===== src/logic/bsrb_consts.vh =====
// Offsets, field positions, codes and reset values of the boiler status register bank
`ifndef BSRB_CONSTS_VH
`define BSRB_CONSTS_VH
`define BSRB_ADDR_FIRST 16'h000F
`define BSRB_ADDR_LAST 16'h0021
`define BSRB_OFS_CURRENT_TERMINAL 16'h000F
`define BSRB_OFS_HEAT_SETPOINT 16'h0010
`define BSRB_OFS_HOT_WATER_SETPOINT 16'h0011
`define BSRB_OFS_LEAD_LAG_SETPOINT 16'h0012
`define BSRB_OFS_WRITE_PERMISSION 16'h0013
`define BSRB_OFS_STEAM_PRESSURE 16'h0014
`define BSRB_OFS_MODULATION_INPUT 16'h0015
`define BSRB_OFS_PRESSURE_SETPOINT 16'h0016
`define BSRB_OFS_CHANGE_FLAGS 16'h0017
`define BSRB_OFS_RESERVED 16'h0018
`define BSRB_OFS_HEAT_OPERATING 16'h0019
`define BSRB_OFS_HOT_WATER_OPERATING 16'h001A
`define BSRB_OFS_LEAD_LAG_OPERATING 16'h001B
`define BSRB_OFS_SYSTEM_OPERATING 16'h001C
`define BSRB_OFS_SYSTEM_SETPOINT 16'h001D
`define BSRB_OFS_ON_HYSTERESIS 16'h001E
`define BSRB_OFS_OFF_HYSTERESIS 16'h001F
`define BSRB_OFS_BURNER_STATUS 16'h0020
`define BSRB_OFS_BURNER_SEQUENCE 16'h0021
`define BSRB_BIT_PLATE_STATUS 3
`define BSRB_BIT_PLATE_CONFIG 4
`define BSRB_FLAGS_MASK 16'h0018
`define BSRB_PERM_NONE 16'h0000
`define BSRB_PERM_INSTALLER 16'h0001
`define BSRB_PERM_MANUFACTURER_LEVEL 16'h0002
`define BSRB_PERM_ALL 16'h0003
`define BSRB_BURNER_DISABLED 16'h0000
`define BSRB_BURNER_LOCKED_OUT 16'h0001
`define BSRB_BURNER_ANTI_SHORT_CYCLE 16'h0004
`define BSRB_BURNER_UNCONFIGURED 16'h0005
`define BSRB_BURNER_STANDBY_HOLD 16'h0022
`define BSRB_BURNER_STANDBY_DELAY 16'h0023
`define BSRB_BURNER_NORMAL_STANDBY 16'h0030
`define BSRB_BURNER_PREPARING 16'h0031
`define BSRB_BURNER_IGNITION 16'h0032
`define BSRB_BURNER_FIRING 16'h0033
`define BSRB_BURNER_POSTPURGE 16'h0034
`define BSRB_TEMP_MIN 16'hFE70
`define BSRB_TEMP_MAX 16'h0514
`define BSRB_HYST_MAX 16'h0514
`define BSRB_PRESSURE_MAX 16'h05DC
`define BSRB_EXC_ILLEGAL_ADDRESS 8'h02
`define BSRB_ZERO16 16'h0000
`endif


===== src/logic/bsrb_read_mux.v =====
// Registered read data selector for the status register bank
`timescale 1ns/1ps
`default_nettype none
`include "bsrb_consts.vh"
module bsrb_read_mux
(
   // Clock and reset
   input wire i_clk_sys,
   input wire i_rst,
   // Select
   input wire i_load,
   input wire [15:0] i_addr,
   // Values
   input wire [15:0] i_current_terminal,
   input wire [15:0] i_heat_setpoint,
   input wire [15:0] i_hot_water_setpoint,
   input wire [15:0] i_lead_lag_setpoint,
   input wire [15:0] i_write_permission,
   input wire [15:0] i_steam_pressure,
   input wire [15:0] i_modulation_input,
   input wire [15:0] i_pressure_setpoint,
   input wire [15:0] i_change_flags,
   input wire [15:0] i_heat_operating,
   input wire [15:0] i_hot_water_operating,
   input wire [15:0] i_lead_lag_operating,
   input wire [15:0] i_system_operating,
   input wire [15:0] i_system_setpoint,
   input wire [15:0] i_on_hysteresis,
   input wire [15:0] i_off_hysteresis,
   input wire [15:0] i_burner_status,
   input wire [15:0] i_burner_sequence,
   // Result
   output reg [15:0] o_data
);
   reg [15:0] next_data;
   always @*
   begin
      case (i_addr)
         `BSRB_OFS_CURRENT_TERMINAL: next_data = i_current_terminal;
         `BSRB_OFS_HEAT_SETPOINT: next_data = i_heat_setpoint;
         `BSRB_OFS_HOT_WATER_SETPOINT: next_data = i_hot_water_setpoint;
         `BSRB_OFS_LEAD_LAG_SETPOINT: next_data = i_lead_lag_setpoint;
         `BSRB_OFS_WRITE_PERMISSION: next_data = i_write_permission;
         `BSRB_OFS_STEAM_PRESSURE: next_data = i_steam_pressure;
         `BSRB_OFS_MODULATION_INPUT: next_data = i_modulation_input;
         `BSRB_OFS_PRESSURE_SETPOINT: next_data = i_pressure_setpoint;
         `BSRB_OFS_CHANGE_FLAGS: next_data = i_change_flags;
         `BSRB_OFS_HEAT_OPERATING: next_data = i_heat_operating;
         `BSRB_OFS_HOT_WATER_OPERATING: next_data = i_hot_water_operating;
         `BSRB_OFS_LEAD_LAG_OPERATING: next_data = i_lead_lag_operating;
         `BSRB_OFS_SYSTEM_OPERATING: next_data = i_system_operating;
         `BSRB_OFS_SYSTEM_SETPOINT: next_data = i_system_setpoint;
         `BSRB_OFS_ON_HYSTERESIS: next_data = i_on_hysteresis;
         `BSRB_OFS_OFF_HYSTERESIS: next_data = i_off_hysteresis;
         `BSRB_OFS_BURNER_STATUS: next_data = i_burner_status;
         `BSRB_OFS_BURNER_SEQUENCE: next_data = i_burner_sequence;
         default: next_data = `BSRB_ZERO16;
      endcase
   end
   always @(posedge i_clk_sys)
   begin
      if (i_rst)
         o_data <= `BSRB_ZERO16;
      else if (i_load)
         o_data <= next_data;
   end
endmodule // bsrb_read_mux
`default_nettype wire


===== src/logic/bsrb_status_bank.v =====
// Boiler status holding register bank, read by the protocol engine one word at a time
// Summary of operation
// - The write permission register reads 0 none, 1 installer, 2 manufacturer level, 3 all.
// - Reading the change-flag register returns its bits and then clears all of them.
// - Change-flag bit 4 marks plate exchanger configuration change, bit 3 its status change, others zero.
// - The burner status register carries only the defined codes 0,1,4,5,34,35,48..52.
// - The modulation input reads the current terminal value in 0.1 mA only with signal present in current mode, else 0.
// - The active heating setpoint is the one picked by the heating setpoint source, 0.1 C, -40..130.
// - The active hot water setpoint is the one picked by its source, 0.1 C, -40..130.
// - The active lead-lag setpoint is the one picked by its source, 0.1 C, -40..130.
// - Steam pressure and the pressure setpoint are unsigned 0.1 psi counts from 0 to 150 psi.
// - The on and off hysteresis registers hold 0..130 C in 0.1 C steps.
// - The current terminal register reports 0.1 mA in current mode, else a mode-defined value.
// - The burner sequence state register reports the sequencer code as given, model decoded elsewhere.
// - The four operating point registers report 0.1 C values over -40..130.
`timescale 1ns/1ps
`default_nettype none
`include "bsrb_consts.vh"
module bsrb_status_bank
(
   // Clock and reset
   input wire i_clk_sys,
   input wire i_rst,
   // Access request from the protocol engine
   input wire i_req,
   input wire i_req_write,
   input wire [15:0] i_req_addr,
   // Answer to the protocol engine
   output reg o_ack,
   output reg o_exception,
   output reg [7:0] o_exception_code,
   output wire [15:0] o_rdata,
   // Change events
   input wire i_plate_config_changed,
   input wire i_plate_status_changed,
   // Access level
   input wire [1:0] i_write_level,
   // Analog terminal
   input wire i_terminal_current_mode,
   input wire [15:0] i_terminal_raw,
   input wire i_modulation_signal_present,
   // Setpoint sources
   input wire [15:0] i_heat_setpoint,
   input wire [15:0] i_hot_water_setpoint,
   input wire [15:0] i_lead_lag_setpoint,
   input wire [15:0] i_pressure_setpoint,
   input wire [15:0] i_steam_pressure,
   // Operating points
   input wire [15:0] i_heat_operating,
   input wire [15:0] i_hot_water_operating,
   input wire [15:0] i_lead_lag_operating,
   input wire [15:0] i_system_operating,
   input wire [15:0] i_system_setpoint,
   input wire [15:0] i_on_hysteresis,
   input wire [15:0] i_off_hysteresis,
   // Burner control
   input wire [15:0] i_burner_status,
   input wire [15:0] i_burner_sequence
);
   reg [15:0] change_flags;
   reg [15:0] write_permission;
   reg [15:0] current_terminal;
   reg [15:0] modulation_input;
   reg [15:0] heat_setpoint;
   reg [15:0] hot_water_setpoint;
   reg [15:0] lead_lag_setpoint;
   reg [15:0] pressure_setpoint;
   reg [15:0] steam_pressure;
   reg [15:0] heat_operating;
   reg [15:0] hot_water_operating;
   reg [15:0] lead_lag_operating;
   reg [15:0] system_operating;
   reg [15:0] system_setpoint;
   reg [15:0] on_hysteresis;
   reg [15:0] off_hysteresis;
   reg [15:0] burner_status;
   reg [15:0] burner_sequence;
   wire in_range;
   wire read_ok;
   wire flags_read;
   reg [15:0] next_flags;
   reg [15:0] flag_events;

   // Signed temperature clamp to -40.0 .. 130.0 C
   function [15:0] clamp_temp;
      input [15:0] v;
      begin
         if ($signed(v) < $signed(`BSRB_TEMP_MIN))
            clamp_temp = `BSRB_TEMP_MIN;
         else if ($signed(v) > $signed(`BSRB_TEMP_MAX))
            clamp_temp = `BSRB_TEMP_MAX;
         else
            clamp_temp = v;
      end
   endfunction

   // Clamp to 0 .. lim with negative inputs reading zero, used for pressure and hysteresis
   function [15:0] clamp_max;
      input [15:0] v;
      input [15:0] lim;
      begin
         if ($signed(v) < $signed(`BSRB_ZERO16))
            clamp_max = `BSRB_ZERO16;
         else if (v > lim)
            clamp_max = lim;
         else
            clamp_max = v;
      end
   endfunction

   // Undefined burner codes fall back to disabled rather than leak reserved values
   function [15:0] burner_code;
      input [15:0] v;
      begin
         case (v)
            `BSRB_BURNER_DISABLED, `BSRB_BURNER_LOCKED_OUT, `BSRB_BURNER_ANTI_SHORT_CYCLE,
            `BSRB_BURNER_UNCONFIGURED, `BSRB_BURNER_STANDBY_HOLD, `BSRB_BURNER_STANDBY_DELAY,
            `BSRB_BURNER_NORMAL_STANDBY, `BSRB_BURNER_PREPARING, `BSRB_BURNER_IGNITION,
            `BSRB_BURNER_FIRING, `BSRB_BURNER_POSTPURGE:
               burner_code = v;
            default:
               burner_code = `BSRB_BURNER_DISABLED;
         endcase
      end
   endfunction

   assign in_range = (i_req_addr >= `BSRB_ADDR_FIRST) && (i_req_addr <= `BSRB_ADDR_LAST);
   assign read_ok = i_req && !i_req_write && in_range && (i_req_addr != `BSRB_OFS_RESERVED);
   assign flags_read = read_ok && (i_req_addr == `BSRB_OFS_CHANGE_FLAGS);

   always @*
   begin
      flag_events = `BSRB_ZERO16;
      flag_events[`BSRB_BIT_PLATE_CONFIG] = i_plate_config_changed;
      flag_events[`BSRB_BIT_PLATE_STATUS] = i_plate_status_changed;
      // A new event in the read cycle survives the clear and is reported next time
      if (flags_read)
         next_flags = flag_events & `BSRB_FLAGS_MASK;
      else
         next_flags = (change_flags | flag_events) & `BSRB_FLAGS_MASK;
   end

   // Change flags gather events until a read of the flag word empties them
   always @(posedge i_clk_sys)
   begin
      if (i_rst)
         change_flags <= `BSRB_ZERO16;
      else
         change_flags <= next_flags;
   end

   // The two-bit level is widened so the unused upper bits always read zero
   always @(posedge i_clk_sys)
   begin
      if (i_rst)
         write_permission <= `BSRB_PERM_NONE;
      else
         write_permission <= {14'h0000, i_write_level};
   end

   // The modulation word copies the terminal only in current mode,
   // since in other modes the terminal value is no current at all
   always @(posedge i_clk_sys)
   begin
      if (i_rst)
      begin
         current_terminal <= `BSRB_ZERO16;
         modulation_input <= `BSRB_ZERO16;
      end
      else
      begin
         current_terminal <= i_terminal_raw;
         if (!i_modulation_signal_present)
            modulation_input <= `BSRB_ZERO16;
         else if (i_terminal_current_mode)
            modulation_input <= i_terminal_raw;
         else
            modulation_input <= `BSRB_ZERO16;
      end
   end

   // Setpoints are clamped so a bad source never reports outside the scale
   always @(posedge i_clk_sys)
   begin
      if (i_rst)
      begin
         heat_setpoint <= `BSRB_ZERO16;
         hot_water_setpoint <= `BSRB_ZERO16;
         lead_lag_setpoint <= `BSRB_ZERO16;
         system_setpoint <= `BSRB_ZERO16;
      end
      else
      begin
         heat_setpoint <= clamp_temp(i_heat_setpoint);
         hot_water_setpoint <= clamp_temp(i_hot_water_setpoint);
         lead_lag_setpoint <= clamp_temp(i_lead_lag_setpoint);
         system_setpoint <= clamp_temp(i_system_setpoint);
      end
   end

   // A negative raw pressure is a sensor fault and reads as zero,
   // so the master never sees a wrapped huge unsigned value
   always @(posedge i_clk_sys)
   begin
      if (i_rst)
      begin
         steam_pressure <= `BSRB_ZERO16;
         pressure_setpoint <= `BSRB_ZERO16;
      end
      else
      begin
         steam_pressure <= clamp_max(i_steam_pressure, `BSRB_PRESSURE_MAX);
         pressure_setpoint <= clamp_max(i_pressure_setpoint, `BSRB_PRESSURE_MAX);
      end
   end

   // Operating points share the signed temperature scale of the setpoints
   always @(posedge i_clk_sys)
   begin
      if (i_rst)
      begin
         heat_operating <= `BSRB_ZERO16;
         hot_water_operating <= `BSRB_ZERO16;
         lead_lag_operating <= `BSRB_ZERO16;
         system_operating <= `BSRB_ZERO16;
      end
      else
      begin
         heat_operating <= clamp_temp(i_heat_operating);
         hot_water_operating <= clamp_temp(i_hot_water_operating);
         lead_lag_operating <= clamp_temp(i_lead_lag_operating);
         system_operating <= clamp_temp(i_system_operating);
      end
   end

   // Hysteresis is a width, never negative
   always @(posedge i_clk_sys)
   begin
      if (i_rst)
      begin
         on_hysteresis <= `BSRB_ZERO16;
         off_hysteresis <= `BSRB_ZERO16;
      end
      else
      begin
         on_hysteresis <= clamp_max(i_on_hysteresis, `BSRB_HYST_MAX);
         off_hysteresis <= clamp_max(i_off_hysteresis, `BSRB_HYST_MAX);
      end
   end

   // The sequence code passes untouched; its meaning depends on the model type
   always @(posedge i_clk_sys)
   begin
      if (i_rst)
      begin
         burner_status <= `BSRB_BURNER_DISABLED;
         burner_sequence <= `BSRB_ZERO16;
      end
      else
      begin
         burner_status <= burner_code(i_burner_status);
         burner_sequence <= i_burner_sequence;
      end
   end

   // Answer one cycle after each request; writes never reach any register
   always @(posedge i_clk_sys)
   begin
      if (i_rst)
      begin
         o_ack <= 1'b0;
         o_exception <= 1'b0;
         o_exception_code <= 8'h00;
      end
      else
      begin
         o_ack <= i_req;
         o_exception <= i_req && !read_ok;
         o_exception_code <= (i_req && !read_ok) ? `BSRB_EXC_ILLEGAL_ADDRESS : 8'h00;
      end
   end

   bsrb_read_mux u_read_mux
   (
      .i_clk_sys(i_clk_sys),
      .i_rst(i_rst),
      .i_load(read_ok),
      .i_addr(i_req_addr),
      .i_current_terminal(current_terminal),
      .i_heat_setpoint(heat_setpoint),
      .i_hot_water_setpoint(hot_water_setpoint),
      .i_lead_lag_setpoint(lead_lag_setpoint),
      .i_write_permission(write_permission),
      .i_steam_pressure(steam_pressure),
      .i_modulation_input(modulation_input),
      .i_pressure_setpoint(pressure_setpoint),
      .i_change_flags(change_flags),
      .i_heat_operating(heat_operating),
      .i_hot_water_operating(hot_water_operating),
      .i_lead_lag_operating(lead_lag_operating),
      .i_system_operating(system_operating),
      .i_system_setpoint(system_setpoint),
      .i_on_hysteresis(on_hysteresis),
      .i_off_hysteresis(off_hysteresis),
      .i_burner_status(burner_status),
      .i_burner_sequence(burner_sequence),
      .o_data(o_rdata)
   );
endmodule // bsrb_status_bank
`default_nettype wire


===== config.mk =====
export PLATFORM = sky130hd
export DESIGN_NAME = bsrb_status_bank
export DESIGN_NICKNAME = d
export VERILOG_FILES = /design/src/logic/bsrb_read_mux.v /design/src/logic/bsrb_status_bank.v
export VERILOG_INCLUDE_DIRS = /design/src /design/src/logic
export SDC_FILE = /design/constraint.sdc
export NUM_CORES = 1
export LEC_CHECK = 0
export ABC_AREA = 0
export BUFFER_PORTS_ARGS = -buffer_cell sky130_fd_sc_hd__clkbuf_2
export CAP_MARGIN = 20
export CORE_UTILIZATION = 56
export CTS_CLUSTER_SIZE = 10
export DETAILED_ROUTE_END_ITERATION = 6
export HOLD_SLACK_MARGIN = 0.05
export PLACE_DENSITY = 0.84
export RECOVER_POWER = 100
export SLEW_MARGIN = 25
export SYNTH_ARGS = -nofsm -noshare
export SYNTH_HDL_FRONTEND = slang
export SYNTH_SLANG_ARGS = --single-unit

===== constraint.sdc =====
create_clock -name i_clk_sys -period 4.2 [get_ports i_clk_sys]
set_input_delay 0 -clock i_clk_sys [delete_from_list [all_inputs] [get_ports i_clk_sys]]
set_output_delay 0 -clock i_clk_sys [all_outputs]
set_load 0.01 [all_outputs]

# Word level (Yosys, flattened, before mapping)
# Cells that the tools add are included.
dict set report word_totals {
  register_bits 303
  input_bits 266
  wordCells 161
}
dict set report op_classes {
  n_lt_le_gt_ge 26
  eq_ne 29
  mux 23
  bitwise 4
  reduce_logical 36
}
# operator count
set ops {}
lappend ops {{$pmux W16 S18} 1}
lappend ops {{$mux W16} 16}
lappend ops {{$eq A16 B5 Y1 const B} 15}
lappend ops {{$eq A16 B6 Y1 const B} 9}
lappend ops {{$gt A16 B12 Y1 const B} 8}
lappend ops {{$lt A16 B10 Y1 const B} 8}
lappend ops {{$gt A16 B11 Y1 const B} 4}
lappend ops {{$lt A16 B1 Y1 const B} 4}
lappend ops {{$mux W11} 4}
lappend ops {{$reduce_or A3 Y1} 13}
lappend ops {{$eq A16 B3 Y1 const B} 2}
lappend ops {{$reduce_or A2 Y1} 13}
lappend ops {{$eq A16 B1 Y1 const B} 1}
lappend ops {{$eq A16 B4 Y1 const B} 1}
lappend ops {{$ge A16 B4 Y1 const B} 1}
lappend ops {{$le A16 B6 Y1 const B} 1}
lappend ops {{$logic_not A16 Y1} 1}
lappend ops {{$ne A16 B5 Y1 const B} 1}
lappend ops {{$reduce_or A11 Y1} 1}
lappend ops {{$logic_and A1 B1 Y1} 6}
lappend ops {{$mux W5} 1}
lappend ops {{$or A5 B5 Y5} 1}
lappend ops {{$not A1 Y1} 3}
lappend ops {{$logic_not A1 Y1} 2}
lappend ops {{$mux W2} 1}

# Logic depth before layout (Yosys ltp)
# Gate-level depths: netlist of run 1.
dict set report logic_depth {
  ltp_word 7
  mapped_depth 9
  mapped_depth_nobuf 6
}

# Hierarchy
# From an unflattened synthesis of run 1, not the netlist that was laid out.
dict set report unflattened {
  cells_unflattened 1114
  hier_area_um2 11217.0
}
# mod instances cells_per_inst area_each_um2 seq_area_each_um2
set by_module_without_submodules {}
lappend by_module_without_submodules {bsrb_status_bank 1 774 8199.1 5245.0}
lappend by_module_without_submodules {bsrb_read_mux 1 340 3017.9 320.3}

# Worst setup path after synthesis of run 1
# Ideal clock, no wire load.
dict set report synth_path {
  path_type {in2reg}
  start {input i_req_addr[15]}
  end {register u_read_mux.o_data[15]}
  setup_ps 74
  arrival_ps 1818
  path_slack_ps 2308
  stages 8
  n_path_buf 2
  path_cell_list {or4_4 > buf_6 > buf_12 > nor4_4 > a22o_1 > a221oi_1 > and3_1 > a31oi_1}
}
dict set report synth_between {
  elab_chain_cells 4
  word_cells_on_any_way 25
}
# element line_no
set synth_rtl {}
lappend synth_rtl {{from (decl)} bsrb_status_bank.v:27} ;# input wire [15:0] i_req_addr,
lappend synth_rtl {{$ge A16 B4 Y1 (no line) or $le A16 B6 Y1 (tied branches)} -}
lappend synth_rtl {{$logic_and A1 B1 Y1} bsrb_status_bank.v:127} ;# assign in_range = (i_req_addr >= `BSRB_ADDR_FIRST) && (i_req_addr <= `BSRB_ADDR_LAST);
lappend synth_rtl {{$logic_and A1 B1 Y1 (2 in series)} bsrb_status_bank.v:128} ;# assign read_ok = i_req && !i_req_write && in_range && (i_req_addr != `BSRB_OFS_RESERVED);
lappend synth_rtl {{to (signal assigned)} bsrb_read_mux.v:63} ;# o_data <= `BSRB_ZERO16;
lappend synth_rtl {{to (signal assigned)} bsrb_read_mux.v:65} ;# o_data <= next_data;
lappend synth_rtl {{to (decl)} bsrb_read_mux.v:33} ;# output reg [15:0] o_data
# Parallel ways exist; a longest one is shown, timed or not.
# A chain may end at the register's enable or synchronous reset.

# Final worst setup path of run 1
dict set report layout_path {
  start {input i_req_addr[3]}
  end {register change_flags[3]}
}
dict set report layout_between {
  elab_chain_cells 6
  word_cells_on_any_way 9
}
# element line_no
set layout_rtl {}
lappend layout_rtl {{$ge A16 B4 Y1 (no line) or $le A16 B6 Y1 (tied branches)} -}
lappend layout_rtl {{$logic_and A1 B1 Y1} bsrb_status_bank.v:127}
lappend layout_rtl {{$logic_and A1 B1 Y1 (2 in series)} bsrb_status_bank.v:128}
lappend layout_rtl {{$logic_and A1 B1 Y1 (*)} bsrb_status_bank.v:129} ;# assign flags_read = read_ok && (i_req_addr == `BSRB_OFS_CHANGE_FLAGS);
lappend layout_rtl {{$mux W5 (*)} bsrb_status_bank.v:137} ;# if (flags_read)
lappend layout_rtl {{to (signal assigned)} bsrb_status_bank.v:147} ;# change_flags <= `BSRB_ZERO16;
lappend layout_rtl {{to (signal assigned)} bsrb_status_bank.v:149} ;# change_flags <= next_flags;
lappend layout_rtl {{to (decl)} bsrb_status_bank.v:60} ;# reg [15:0] change_flags;
# Mark *: on every way between the ends. The rest lies on a longest branch, timed or not.

==> metrics.md, run 1 <==
| Metric | Value |
|---|---|
| Switch share | `0.2451` |
| Die Y-Extent | `141.2 um` |
| Critical path peak fanout | `26` |
| Die Area | `19940 um^2` |
| Clk sinks | `278` |
| Setup crit start kind | `primary input` |
| Outcome | `complete, but fails checks` |
| # IOs | `292` |
| Worst path max stage delay | `0.99 ns` |
| CTS Hold Bufs | `294` |
| Post-CTS setup repair buffer count | `0` |
| Post-synth EDFFs | `0` |
| CTS-repair resized insts | `0` |
| Final min period | `3.557 ns` |
| CP Data Required Time | `4.61 ns` |
| Post-synthesis async set-or-reset flop share | `0` |
| Lkg Pwr | `6.988 nW` |
| Routed Antenna Nets | `0` |
| Mapped Area | `10850 um^2` |
| Area fraction of the dominant cell type after synthesis | `0.5129` |
| Initial antenna violation count | `7` |
| Clk slew on worst S/H paths | `0.06 ns` |
| GRT overflow | `0` |
| Worst hold slack | `0.05409 ns` |
| CTS max path bufs | `3` |
| P_sw | `1.500 mW` |
| Post-synth top flop | `dfxtp_1` |
| Max-slew violations | `17` |
| Most frequent cells in the layout | `dlygate4sd3_1 (294), dfxtp_1 (278), clkbuf_2 (252), nor2_1 (100), nor2b_1 (81)` |
| Power Internal | `4.621 mW` |
| Worst hold path depth | `4` |
| Mapped Cells | `1084` |
| Post-synthesis sequential area ratio | `0.5129` |
| DP Worst Slack | `1.373 ns` |
| Warnings, synthesis | `0` |
| DRT iter0 DRCs | `2065` |
| Worst setup margin | `0.6428 ns` |
| Max Freq | `281.1 MHz` |
| Via count | `12530` |
| Critical Path AT | `3.96 ns` |
| P&R area growth vs syn | `50.07%` |
| CTS buffer count | `34` |
| Syn Area/Cell | `10.01 um^2` |
| Layout cells sized above 1 | `0.1988` |
| Register share of total power | `0.461` |
| Initial Util | `0.5762` |
| Root buffer cell | `clkbuf_16` |
| Max-cap viol count | `1` |
| Total GRT Usage | `0.4834` |
| Post-DP HPWL | `27430 um` |
| Hold Path Class | `primary input to register` |
| Leading area contributor after synthesis | `dfxtp_1` |
| Clk network pwr share | `0.429` |
| Setup crit end kind | `register` |
| Placer Congestion | `0.9993` |
| Period utilization | `0.8470` |
| DIE WIDTH | `141.2 um` |
| Port Buf Inserts | `284` |
| Relative slew slack | `-0.2106` |
| Clk_lat worst skew | `0.52 ns` |
| Core Area | `18830 um^2` |
| Residual DRC | `54` |
| CTS tree | `built` |
| WL final | `48910 um` |
| Worst Clk Skew | `0.02067 ns` |
| Pwr Density | `375.9 nW/um^2` |
| Final #Nets | `1947` |
| Synth top area cells | `dfxtp_1 (51%), nor2b_1 (4.7%), a22oi_1 (3.8%)` |
| Worst-margin pin slew | `1.801 ns` |
| Crit-path slowest cell | `o2111a_1` |
| Vias in the first global route | `12590` |
| Final Hold Viols | `0` |
| Crit Path Category | `primary input to register` |
| Unique cell type count in the Yosys netlist | `61` |
| Critical Path, Cell by Cell | `clkbuf_2, nand4_1, a21oi_1, o2111a_1, nand4_1, a21oi_1, dlygate4sd3_1, nor2_1, dlygate4sd3_1` |
| FP Rows | `50` |
| Fin Setup TNS | `0 ns` |
| Maximum vdd drop | `394.8 uV` |
| Failing checks | `DRC, capacitance limit, slew limit` |
| DR pass1 iterations | `7` |
| DR WL/cell | `25.11 um` |
| Vias per cell | `6.434` |
| Largest net degree at the start of global routing | `59` |
| Most common cell after layout, fill and taps aside | `dlygate4sd3_1` |
| First-pass GRT wire length | `71230 um` |
| Unrepaired setup endpoints after global routing | `false` |
| Reg2reg path depth | `4` |
| Final core occ | `0.8647` |
| Logic pwr share | `0.110` |
| H-tree depth reported by CTS | `2` |
| Final setup viols | `0` |
| Yosys reg bits | `278` |
## cell families (layout without fill, tap and decap cells)
logic type	after synthesis	count (layout)	synth area share
other	1	41	0.0003456
AO/OA/AOI/OAI	288	288	0.1935
multiplexers	5	5	0.009341
buffers and inverters	86	650	0.04001
flip-flops	278	278	0.5129
AND/OR/NAND/NOR	426	426	0.2439
## final timing paths
check | startpoint | slack [ns] | endpoint
hold / removal | i_heat_setpoint[14] | 0.05 | heat_setpoint[6]
setup reg to reg | change_flags[3] | 2.39 | change_flags[3]
hold reg to reg | hot_water_operating[3] | 0.55 | u_read_mux.o_data[3]
setup / recovery | i_req_addr[3] | 0.64 | change_flags[3]
## critical path: cells and delay by family
kind                   cells  cell delay, ns
buffers and inverters      3            1.58
AOI/OAI and AO/OA          3            1.57
and+or+nand+nor            3            0.79
## metrics by stage
| stage | cells | total power [mW] | instance area, um^2 |
|---|---|---|---|
| 6_report | 1948 | 6.121 | 16280 |
| 3_3_place_gp | 1610 | 3.273 | 12440 |
| 5_1_grt | 1947 | 6.226 | 16280 |
| 4_1_cts | 1944 | 5.967 | 16320 |
| 2_1_floorplan | 1121 | 3.047 | 10990 |
| 3_5_place_dp | 1610 | 3.280 | 12440 |
## cell usage after synthesis (all sizes together), types with 21 or more instances
| cell | n |
|---|---|
| clkbuf | 27 |
| nand2 | 51 |
| and2 | 21 |
| a21oi | 25 |
| nor3 | 25 |
| dfxtp | 278 |
| inv | 26 |
| nor2 | 100 |
| o21ai | 51 |
| o21a | 49 |
| and3 | 21 |
| nor4 | 43 |
| a22oi | 55 |
| nor2b | 81 |
| nand4 | 23 |
| buf | 33 |
## flip-flops by register name, summed over array words and instances (netlist names)
signal	cells
heat_setpoint	16
pressure_setpoint	16
lead_lag_operating	16
lead_lag_setpoint	16
system_setpoint	16
hot_water_operating	16
burner_sequence	16
o_ack	1
burner_status	16
write_permission	2
change_flags	2
modulation_input	16
off_hysteresis	16
current_terminal	16
heat_operating	16
u_read_mux.o_data	16
hot_water_setpoint	16
system_operating	16
o_exception_code	1
steam_pressure	16
on_hysteresis	16
## area by class of cell
class / instances / area, um^2
flip-flops and latches: 278 / 5565
multi-input cells: 757 / 4974
repair buffers: 584 / 4373
fillers: 894 / 2547
clock buffers: 37 / 903.4
well taps: 260 / 325.3
inverters: 26 / 97.59
clock inverters: 3 / 37.54
diodes: 3 / 7.507
## layer usage
metal / routed length, um / global-route usage / part of all wire
met1: 16250 / 0.5406 / 0.33
met2: 22080 / 0.7869 / 0.45
met3: 6566 / 0.1505 / 0.13
met4: 3985 / 0.3375 / 0.081
met5: 27 / 0.002506 / 0.00055
## power groups by stage
stage	combinational [mW]	sequential, mW	clock (mW)
final	0.674	2.82	2.62
after global routing	0.705	2.82	2.70
after floorplan	0.217	2.83	0
after detailed placement	0.415	2.87	0
after CTS	0.610	2.81	2.54
after global placement	0.407	2.87	0
Power figures use the tool's default switching activity.
==> run 2: changes to the inputs <==
--- a/config.mk
+++ b/config.mk
@@ -9,11 +9,11 @@
 export ABC_AREA = 0
 export BUFFER_PORTS_ARGS = -buffer_cell sky130_fd_sc_hd__clkbuf_2
 export CAP_MARGIN = 20
-export CORE_UTILIZATION = 56
+export CORE_UTILIZATION = 47
 export CTS_CLUSTER_SIZE = 10
 export DETAILED_ROUTE_END_ITERATION = 6
 export HOLD_SLACK_MARGIN = 0.05
-export PLACE_DENSITY = 0.84
+export PLACE_DENSITY = 0.75
 export RECOVER_POWER = 100
 export SLEW_MARGIN = 25
 export SYNTH_ARGS = -nofsm -noshare
==> constraint.sdc (replaced) <==
create_clock -name i_clk_sys -period 2.9 [get_ports i_clk_sys]
set_input_delay 0 -clock i_clk_sys [delete_from_list [all_inputs] [get_ports i_clk_sys]]
set_output_delay 0 -clock i_clk_sys [all_outputs]
set_load 0.01 [all_outputs]
==> run 2 against run 1 <==
Effect of this change: the run now ends clean; cell count up 3.0%; hold slack gained 0.044 ns; design area is 1.6% higher; sequential power up 45%; first-iteration DRC count is 43% lower; sequential share of layout area is 0.53 points lower; register-to-register slack worse by 1.2 ns; highest routed layer is now met4.
==> metrics.md, run 2 (synthesized netlist as in run 1, its figures left out) <==
| Metric | Value |
|---|---|
| Vias per cell | `5.927` |
| DR pass1 iterations | `6` |
| Clk sinks | `278` |
| Post-DP HPWL | `29500 um` |
| Vias in the first global route | `12170` |
| Most common cell after layout, fill and taps aside | `dlygate4sd3_1` |
| Crit-path slowest cell | `clkbuf_1` |
| Unrepaired setup endpoints after global routing | `false` |
| Layout cells sized above 1 | `0.2128` |
| Final setup viols | `0` |
| Setup crit end kind | `register` |
| Largest net degree at the start of global routing | `55` |
| Die Y-Extent | `153.9 um` |
| Clk network pwr share | `0.419` |
| Final core occ | `0.7305` |
| Core Area | `22640 um^2` |
| CTS max path bufs | `3` |
| Via count | `11900` |
| CP Data Required Time | `3.28 ns` |
| Max Freq | `414.9 MHz` |
| Maximum vdd drop | `459.8 uV` |
| # IOs | `292` |
| DRT iter0 DRCs | `1186` |
| Filler cells | `1561` |
| Dpl cell area | `12800 um^2` |
| Worst path max stage delay | `0.72 ns` |
| Register share of total power | `0.471` |
| GRT overflow | `0` |
| P&R area growth vs syn | `52.43%` |
| Hold Path Class | `primary input to register` |
| Fin Setup TNS | `0 ns` |
| Pwr Density | `523.8 nW/um^2` |
| Logic pwr share | `0.110` |
| Most frequent cells in the layout | `dlygate4sd3_1 (288), dfxtp_1 (278), clkbuf_2 (245), nor2_1 (100), nor2b_1 (81)` |
| CTS buffer count | `34` |
| Worst Clk Skew | `0.01419 ns` |
| Residual DRC | `0` |
| Final Hold Viols | `0` |
| DR WL/cell | `23.20 um` |
| Relative slew slack | `0.3492` |
| Routed Antenna Nets | `0` |
| Setup crit start kind | `primary input` |
| Outcome | `completed` |
| Total power | `8.664 mW` |
| Clk slew on worst S/H paths | `0.06 ns` |
| Placer Congestion | `0.9230` |
| Clk_lat worst skew | `0.51 ns` |
| DIE WIDTH | `153.9 um` |
| Switch share | `0.2389` |
| Final min period | `2.410 ns` |
| Critical path peak fanout | `21` |
| Die Area | `23700 um^2` |
| Design area | `16540 um^2` |
| Max-cap viol count | `0` |
| Port Buf Inserts | `284` |
| CTS-repair resized insts | `0` |
| Lkg Pwr | `7.153 nW` |
| Power Internal | `6.594 mW` |
| CTS tree | `built` |
| Initial Util | `0.4792` |
| First-pass GRT wire length | `68820 um` |
| Final #Nets | `1982` |
| Initial antenna violation count | `2` |
| Max-slew violations | `0` |
| Critical Path, Cell by Cell | `dlygate4sd3_1, clkbuf_2, nor4b_1, o2111a_1, clkbuf_1, nand4_1, nor3_1, a31oi_1` |
| P_sw | `2.070 mW` |
| Crit Path Category | `primary input to register` |
| Worst-margin pin slew | `0.9753 ns` |
| WL final | `46550 um` |
| Critical Path AT | `2.79 ns` |
| FP Rows | `55` |
| Total GRT Usage | `0.3859` |
| Root buffer cell | `clkbuf_16` |
| Period utilization | `0.8311` |
| H-tree depth reported by CTS | `2` |
==> run 2: changes by cell type in the layout (fill, tap and decap cells not counted), moves of 2 or more <==
cell and change:
buf_4 +38, dlygate4sd3_1 -6, clkbuf_1 +11, clkbuf_8 -2, clkbuf_2 -7
==> run 2: area by class of cell <==
class / count / area (um^2) / area share
tap: 285 / 356.6 / 0.02156
sequential: 278 / 5565 / 0.3365
clock inverter: 4 / 50.05 / 0.003026
clock buffer: 36 / 858.3 / 0.05190
multi-input combinational: 757 / 4990 / 0.3017
antenna: 2 / 5.005 / 0.0003026
timing repair buffer: 619 / 4617 / 0.2791
inverter: 26 / 97.59 / 0.005901
==> run 2: power groups by stage <==
stage	clock, mW	combinational [mW]	sequential [mW]
5_1_grt	3.79	1.01	4.08
2_1_floorplan	0	0.314	4.10
3_5_place_dp	0	0.613	4.15
3_3_place_gp	0	0.605	4.15
4_1_cts	3.62	0.887	4.07
6_report	3.63	0.953	4.08
==> run 2: final timing paths <==
check                                            start                     to  slack, ns  depth (start not counted)
worst max-delay path                             i_req   u_read_mux.o_data[8]       0.49                          8
worst min-delay path              i_heat_operating[14]      heat_operating[6]        0.1                          5
worst max register to register     write_permission[0]   u_read_mux.o_data[0]       1.17                          6
worst min register to register  hot_water_setpoint[14]  u_read_mux.o_data[14]       0.53                          2
==> run 2: critical path: cells and delay by family <==
kind / cells / cell delay, ns
AO/OA/AOI/OAI: 2 / 0.42
buffers and inverters: 3 / 1.35
AND/OR/NAND/NOR: 3 / 1.00
==> run 2: layer usage <==
metal | share of wire | vias up | routed length, um | GRT usage
li1 | - | 5246 | - | -
met1 | 0.38 | 5631 | 17710 | 0.4569
met2 | 0.47 | 796 | 22060 | 0.6548
met3 | 0.093 | 223 | 4337 | 0.08202
met4 | 0.053 | 0 | 2448 | 0.2062
met5 | 0 | - | 0 | 0
==> run 2: metrics by stage <==
| stage | setup slack [ns] | hold slack [ns] | instances |
|---|---|---|---|
| final | 0.4898 | 0.09808 | 2007 |
| after floorplan | 1.008 | 0.07851 | 1121 |
| after detailed placement | 0.3612 | 0.2125 | 1677 |
| after CTS | 0.7273 | 0.06379 | 2005 |
| after global routing | 0.3464 | 0.1470 | 2007 |
| after global placement | 0.4512 | 0.2148 | 1677 |
==> run 2: what timing repair did <==
action,4_1_cts,5_1_grt
hold endpoints to repair,231,0
hold buffers,288,0
buffers inserted,0,0
